===== config.mk =====
export PLATFORM = sky130hd
export DESIGN_NAME = gwsb_status_bytes
export DESIGN_NICKNAME = d
export VERILOG_FILES = /design/src/logic/gwsb_status_bytes.v
export VERILOG_INCLUDE_DIRS = /design/src /design/src/logic
export SDC_FILE = /design/constraint.sdc
export NUM_CORES = 1
export LEC_CHECK = 0
export BUFFER_PORTS_ARGS = -buffer_cell sky130_fd_sc_hd__buf_4
export CAP_MARGIN = 20
export CORE_UTILIZATION = 34
export CTS_CLUSTER_DIAMETER = 200
export DETAILED_ROUTE_END_ITERATION = 10
export PLACE_DENSITY = 0.71
export SLEW_MARGIN = 20
export SYNTH_ARGS = -nofsm -noshare
export SYNTH_HDL_FRONTEND = slang
export SYNTH_SLANG_ARGS = --single-unit

===== constraint.sdc =====
create_clock -name clk_sys -period 0.8 [get_ports clk_sys]
set_input_delay 0.04 -clock clk_sys [delete_from_list [all_inputs] [get_ports clk_sys]]
set_output_delay 0.04 -clock clk_sys [all_outputs]
set_load 0.01 [all_outputs]

===== src/logic/gwsb_defines.vh =====
`ifndef GWSB_DEFINES_VH
`define GWSB_DEFINES_VH

// Status byte 0 bit positions
`define GWSB_WRITE_ACK_BIT      0
`define GWSB_UNUSED_BIT         1
`define GWSB_SERVICE_MODE_BIT   2
`define GWSB_DATA_EXIST_BIT     3
`define GWSB_BLOCK_READY_BIT    4
`define GWSB_DATA_LOSS_BIT      5
`define GWSB_OVERFLOW_BIT       6
`define GWSB_NEW_DATA_BIT       7

// Reset values
`define GWSB_FLAGS_RESET        8'h00
`define GWSB_LENGTH_RESET       8'h00

// Buffer capacity in bytes (1 kByte)
`define GWSB_BUFFER_BYTES       11'h400

`endif


===== src/logic/gwsb_status_bytes.v =====
// Functional notes
// [RULE_01] Write ack bit 0 toggles per good command; two commands done in one cycle give a single toggle
// [RULE_02] Service bit 2 high while service selected
// [RULE_03] Data exist bit 3 follows buffer occupancy
// [RULE_04] Block ready bit 4 toggles per block move
// [RULE_05] Loss bit 5, overflow 6, new data 7
// [RULE_06] Status byte 1 holds following byte count
// [RULE_07] Data loss sticky until reset
// [RULE_08] Overflow self-clears; blocks serial request-to-send
// [RULE_09] New data toggles per data set sent in transparent mode
// [RULE_10] Bit 1 zero; all cleared at reset
`timescale 1ns/1ps
`default_nettype none
`include "gwsb_defines.vh"

module gwsb_status_bytes #(
	parameter LEN_WIDTH  = 8,
	parameter FILL_WIDTH = 11
) (
	// Clock and reset
	input  wire                  clk_sys,
	input  wire                  reset_n,
	// Command completion events
	input  wire                  copy_to_buffer_cmd_done,
	input  wire                  send_from_buffer_cmd_done,
	// Service switch
	input  wire                  service_gateway_position,
	input  wire                  end_device_service_position,
	// Ring buffer state and events
	input  wire [FILL_WIDTH-1:0] buffer_fill_level,
	input  wire                  buffer_overflow_event,
	input  wire                  data_dropped_event,
	input  wire                  data_truncated_event,
	// Input image update events
	input  wire                  block_moved_event,
	input  wire                  data_set_sent_event,
	input  wire                  transparent_mode,
	input  wire [LEN_WIDTH-1:0]  payload_length_in,
	// Status bytes toward the controller
	output wire [7:0]            gateway_status_flags,
	output wire [7:0]            payload_length_byte,
	// Serial handshake
	output wire                  serial_rts
);

	localparam [FILL_WIDTH-1:0] BUFFER_BYTES = `GWSB_BUFFER_BYTES;
	localparam [FILL_WIDTH-1:0] FILL_EMPTY   = {FILL_WIDTH{1'b0}};

	reg                  write_ack_toggle;
	reg                  service_mode_flag;
	reg                  data_exist_flag;
	reg                  block_ready_toggle;
	reg                  data_loss_flag;
	reg                  buffer_overflow_flag;
	reg                  new_data_toggle;
	reg [LEN_WIDTH-1:0]  payload_length_field;

	reg                  next_write_ack_toggle;
	reg                  next_service_mode_flag;
	reg                  next_data_exist_flag;
	reg                  next_block_ready_toggle;
	reg                  next_data_loss_flag;
	reg                  next_buffer_overflow_flag;
	reg                  next_new_data_toggle;
	reg [LEN_WIDTH-1:0]  next_payload_length_field;

	reg [7:0]            status_flags_word;

	wire                 write_done;
	wire                 service_selected;
	wire                 buffer_not_empty;
	wire                 space_free;
	wire                 loss_event;
	wire                 length_load;
	wire                 new_data_event;

	// Both commands in one cycle still give a single toggle
	assign write_done = copy_to_buffer_cmd_done |
		send_from_buffer_cmd_done;
	assign service_selected = service_gateway_position |
		end_device_service_position;
	assign buffer_not_empty = (buffer_fill_level != FILL_EMPTY);
	// Space is back once the fill drops below capacity
	assign space_free = (buffer_fill_level < BUFFER_BYTES);
	assign loss_event = data_dropped_event | data_truncated_event;
	// Block move and data set sent share one length load
	assign length_load = block_moved_event | data_set_sent_event;
	// Toggle only in transparent operation
	assign new_data_event = data_set_sent_event & transparent_mode;

	always @* begin
		next_write_ack_toggle = write_ack_toggle;
		if (write_done) begin
			next_write_ack_toggle = ~write_ack_toggle; // see [RULE_01]
		end
	end

	always @(posedge clk_sys or negedge reset_n) begin
		if (!reset_n) begin
			write_ack_toggle <= 1'b0; // see [RULE_10]
		end else begin
			write_ack_toggle <= next_write_ack_toggle;
		end
	end

	always @* begin
		next_service_mode_flag = service_selected; // see [RULE_02]
	end

	always @(posedge clk_sys or negedge reset_n) begin
		if (!reset_n) begin
			service_mode_flag <= 1'b0;
		end else begin
			service_mode_flag <= next_service_mode_flag;
		end
	end

	always @* begin
		next_data_exist_flag = buffer_not_empty; // see [RULE_03]
	end

	always @(posedge clk_sys or negedge reset_n) begin
		if (!reset_n) begin
			data_exist_flag <= 1'b0;
		end else begin
			data_exist_flag <= next_data_exist_flag;
		end
	end

	always @* begin
		next_block_ready_toggle = block_ready_toggle;
		if (block_moved_event) begin
			next_block_ready_toggle = ~block_ready_toggle; // see [RULE_04]
		end
	end

	always @(posedge clk_sys or negedge reset_n) begin
		if (!reset_n) begin
			block_ready_toggle <= 1'b0;
		end else begin
			block_ready_toggle <= next_block_ready_toggle;
		end
	end

	// Sticky: only reset clears it
	always @* begin
		next_data_loss_flag = data_loss_flag;
		if (loss_event) begin
			next_data_loss_flag = 1'b1; // see [RULE_07]
		end
	end

	always @(posedge clk_sys or negedge reset_n) begin
		if (!reset_n) begin
			data_loss_flag <= 1'b0;
		end else begin
			data_loss_flag <= next_data_loss_flag;
		end
	end

	// Event wins over the automatic clear
	always @* begin
		next_buffer_overflow_flag = buffer_overflow_flag;
		if (buffer_overflow_event) begin
			next_buffer_overflow_flag = 1'b1; // see [RULE_08]
		end else if (space_free) begin
			next_buffer_overflow_flag = 1'b0; // see [RULE_08]
		end
	end

	always @(posedge clk_sys or negedge reset_n) begin
		if (!reset_n) begin
			buffer_overflow_flag <= 1'b0;
		end else begin
			buffer_overflow_flag <= next_buffer_overflow_flag;
		end
	end

	always @* begin
		next_new_data_toggle = new_data_toggle;
		if (new_data_event) begin
			next_new_data_toggle = ~new_data_toggle; // see [RULE_09]
		end
	end

	always @(posedge clk_sys or negedge reset_n) begin
		if (!reset_n) begin
			new_data_toggle <= 1'b0;
		end else begin
			new_data_toggle <= next_new_data_toggle;
		end
	end

	always @* begin
		next_payload_length_field = payload_length_field;
		if (length_load) begin
			next_payload_length_field = payload_length_in; // see [RULE_06]
		end
	end

	always @(posedge clk_sys or negedge reset_n) begin
		if (!reset_n) begin
			payload_length_field <= `GWSB_LENGTH_RESET;
		end else begin
			payload_length_field <= next_payload_length_field;
		end
	end

	always @* begin
		status_flags_word = `GWSB_FLAGS_RESET;
		status_flags_word[`GWSB_WRITE_ACK_BIT] = write_ack_toggle;
		status_flags_word[`GWSB_UNUSED_BIT] = 1'b0; // see [RULE_10]
		status_flags_word[`GWSB_SERVICE_MODE_BIT] = service_mode_flag;
		status_flags_word[`GWSB_DATA_EXIST_BIT] = data_exist_flag;
		status_flags_word[`GWSB_BLOCK_READY_BIT] = block_ready_toggle;
		status_flags_word[`GWSB_DATA_LOSS_BIT] = data_loss_flag;
		status_flags_word[`GWSB_OVERFLOW_BIT] = buffer_overflow_flag;
		status_flags_word[`GWSB_NEW_DATA_BIT] = new_data_toggle; // see [RULE_05]
	end

	assign gateway_status_flags = status_flags_word;
	assign payload_length_byte = payload_length_field;
	// Stall the serial sender from an overflow event until the fill drops below capacity
	assign serial_rts = ~buffer_overflow_flag; // see [RULE_08]

endmodule

`default_nettype wire


* After elaboration in Yosys (flattened, before gate mapping)
Index checks and enable logic that the tools add are counted.
** Word-level totals
- Register bits :: 15
- Latch bits :: 0
- Bits in writable memories :: 0
- Bits in read-only memories :: 0
- Input port bits :: 31
- Output and inout bits :: 17
- Logic and storage cells :: 22
- Memories :: 0
** Operators by class
- $add $sub $neg :: 0
- Multipliers :: 0
- Div/mod/pow operators :: 0
- Magnitude comparators :: 1
- Equality and inequality tests :: 0
- Shift operators :: 0
- Mux-type cells :: 2
- Bitwise operators :: 9
- Reduce and logical (&&, ||, !) cells :: 2
** Operators with widths (number)
- $lt A11 B11 Y1 const B :: 1
- $reduce_bool A11 Y1 :: 1
- $not A1 Y1 :: 4
- $or A1 B1 Y1 :: 4
- $mux W1 :: 2
- $reduce_bool A2 Y1 :: 1
- $and A1 B1 Y1 :: 1

* Depth between registers and ports, before layout
- Word-level depth :: 3
- Mapped depth :: 2
- Depth with buffers taken out :: 2

* Worst setup path before layout
No wires, ideal clock.
- Path kind :: register -> register
- From :: register, netlist name payload_length_byte[0]
- To :: register payload_length_field[0], in the netlist payload_length_byte[0]
- Library setup time :: 125 ps
- Arrival time :: 646 ps
- Required time :: 675 ps
- Path slack :: 29 ps
- Stages on the path, launching flop included :: 2
- Buffers on the path :: 0
- Clock period less this slack :: 771 ps
- Cell sequence :: dfrtp_1 mux2_2
** RTL lines
- end signal, assigned :: line gwsb_status_bytes.v:203 : payload_length_field <= `GWSB_LENGTH_RESET;
- end signal, assigned :: line gwsb_status_bytes.v:205 : payload_length_field <= next_payload_length_field;
- end, declared :: line gwsb_status_bytes.v:56 : reg [LEN_WIDTH-1:0] payload_length_field;

* Worst setup path after layout
- From :: register buffer_overflow_flag
- To :: output serial_rts
** Between the ends
- Word-level cells in the longest chain between the ends :: 1
** Ends and longest elaborated chain
- start, declared :: line gwsb_status_bytes.v:54 : reg buffer_overflow_flag;
- start signal, assigned :: line gwsb_status_bytes.v:175 : buffer_overflow_flag <= next_buffer_overflow_flag;
- $not A1 Y1 :: line gwsb_status_bytes.v:224 : assign serial_rts = ~buffer_overflow_flag;
- end, declared :: line gwsb_status_bytes.v:43 : output wire serial_rts
Every way passes these cells.

==> reports/metrics.cfg <==
[worst_setup_path]
cp_max_fo=3
r2r_cells=1
slowest_delay_ns=0.40
crit_type=flip-flop to output pin
cp_slowest_cell=dfrtp_1
r2r_end=data_loss_flag
r2r_setup_slack_ns=-0.03
start_kind=flip-flop
critical-path-top-delay-family=flip-flops
crit_path_end_kind=output pin
critPathArrivalTime_ns=0.85
critPathRequiredTime_ns=0.76
crit_buf_inv=2
rr_startpoint=data_loss_flag
crit_chain=inv_1 > buf_4

[grt]
grtUsageTotal=0.164
antenna_found_initial=0
grt_pass1_wl_mm=2.33
overflow=0
grt_pass1_vias=555
grt_max_degree=16

[finish]
area_growth_syn_to_layout_pct=92.5
n_antenna_cell=0
layout_common_cells=35 x buf_4, 15 x dfrtp_1, 15 x buf_6
drive_gt1_frac=0.619
finalNonFillerCells=130
final_common_cell=buf_4
layout.nets=137

[floorplan]
die_w_um=44.7
io_pins=48
core_area_um2=1730
dieHeight_um=44.7
initial_utilization=0.359
num_rows=15
dieArea_um2=2000

[clocking]
cts_max_level=1
cts_tree=built
cts_sinks=15
clk_latency_ns=0.28
cts_root_buffer=clkbuf_4
cts_buffers=3
clk_pin_slew_worst_paths_ns=0.09
clockBufferDepth=2

[drt]
via_per_inst=4.15
drtPass1Iterations=2
drcViolationCount=0
num_vias=540
wl_mm=1.58
ant_nets=0
wire_per_inst_um=12.1
drt_iter0_drc=5

[run]
maxCapViolCount=0

[timing]
clock.fmax_mhz=1130
slew_viol_final=0
setup_viol=19
layout_min_cycle_time_ns=0.886
rsz0062_at_grt=yes
finClkSkew_ns=0
timing.hold.ws_ns=-0.0452
min_period_over_period=1.11
fin_ws_ns=-0.0864
hold_viol=2

[yosys]
synth-compound-area-share=0.0121
synthCells=46
synthMuxAreaShare=0.145
synth_area_um2=621
synth_top_family_by_area=multiplexers
ys_warn_count=0
synth_cell_types=16
syn_area_per_cell_um2=13.5
synth_fa_ha_area_frac=0
syn_nets=77
synthSimpleGateAreaFrac=0.0867
synth_seq_cells=15
ys_seq_area_frac=0.605
synth_xor_area_frac=0.0423

[place]
portBuffers=46
place_ws_ns=-0.104
dp_cells=110
gp_congestion=0.635

[power]
ir_drop_mv=0.923
leakage_nw=0.586
powerDensity_nw_per_um2=1830
fin_total_pwr_mw=2.18

[outcome]
outcome=finished with violations
violations=hold timing, setup timing

[min_path]
min_path_type=input pin to flip-flop
min_to=data_exist_flag
hold_depth=3
hp-start=buffer_fill_level[7]

[worst max-delay path by stage]
| stage | slack [ns] | to | startpoint | cells past startpoint |
|---|---|---|---|---|
| global route | -0.14 | serial_rts | buffer_overflow_flag | 2 |
| floorplan | 0.03 | payload_length_byte[0] | payload_length_byte[0] | 1 |
| detailed placement | -0.10 | payload_length_byte[1] | data_set_sent_event | 3 |
| CTS | -0.1 | serial_rts | buffer_overflow_flag | 2 |
| global placement | -0.08 | payload_length_byte[0] | data_set_sent_event | 3 |
| finish | -0.09 | serial_rts | buffer_overflow_flag | 2 |
[report_power, final]
part	switching (mW)	internal (mW)	total (mW)
Sequential	0.0864	0.877	0.963
Combinational	0.245	0.545	0.790
Clock	0.246	0.186	0.432
[logic make-up (layout without fill, tap and decap cells)]
group           after synthesis  count (layout)
xor+xnor                      3               3
compound gates                1               1
buf+inv                       9              68
mux                           8               8
simple gates                  9               9
other cells                   1               1
flops                        15              15
[synthesized netlist by cell type]
| master | instances | area [um2] |
|---|---|---|
| inv_1 | 1 | 3.75 |
| nand2_1 | 1 | 3.75 |
| or2_2 | 1 | 6.26 |
| nor2_1 | 1 | 3.75 |
| dfrtp_1 | 15 | 375 |
| nor3_1 | 1 | 5.00 |
| conb_1 | 1 | 3.75 |
| a21o_1 | 1 | 7.51 |
| buf_4 | 8 | 60.1 |
| nand3_1 | 1 | 5.00 |
| nor2_4 | 1 | 11.3 |
| or3_1 | 1 | 6.26 |
| mux2_2 | 8 | 90.1 |
| xnor2_1 | 2 | 17.5 |
| xor2_1 | 1 | 8.76 |
| nor4_1 | 2 | 12.5 |
[sequential cells by signal, summed over array words and instances, names as in the netlist]
register	cells
service_mode_flag	1
block_ready_toggle	1
new_data_toggle	1
write_ack_toggle	1
data_loss_flag	1
data_exist_flag	1
payload_length_byte	8
buffer_overflow_flag	1
[what timing repair did]
item,4_1_cts,5_1_grt
pin swaps,0,1
buffers inserted,3,0
resized for setup,15,4
hold buffers,13,1
endpoints found under the setup margin,18,22
hold endpoints to repair,27,3
[per-stage QoR]
| stage | hold slack (ns) | TNS, ns | area (um2) | util |
|---|---|---|---|---|
| 2_1_floorplan | -0.256 | 0 | 621 | - |
| 3_3_place_gp | -0.0995 | -0.598 | 945 | 0.547 |
| 3_5_place_dp | -0.0989 | -0.651 | 945 | 0.547 |
| 4_1_cts | -0.0497 | -0.964 | 1180 | 0.684 |
| 5_1_grt | -0.0524 | -1.44 | 1190 | 0.692 |
| 6_report | -0.0452 | -0.826 | 1190 | 0.692 |
[final cells by class]
class | instances | area [um2]
clock buffers | 3 | 22.5
clock inverters | 1 | 5.00
fillers | 140 | 532
inverters | 1 | 3.75
multi-input cells | 22 | 190
flip-flops and latches | 15 | 375
well taps | 25 | 31.3
repair buffers | 63 | 567
[routing by layer]
| metal | wire (um) | part of all wire | GRT usage |
|---|---|---|---|
| met5 | 0 | 0 | 0 |
| met4 | 0 | 0 | 0.0727 |
| met3 | 83 | 0.053 | 0.0320 |
| met2 | 887 | 0.56 | 0.309 |
| met1 | 606 | 0.38 | 0.177 |
Power figures use the tool's default switching activity.
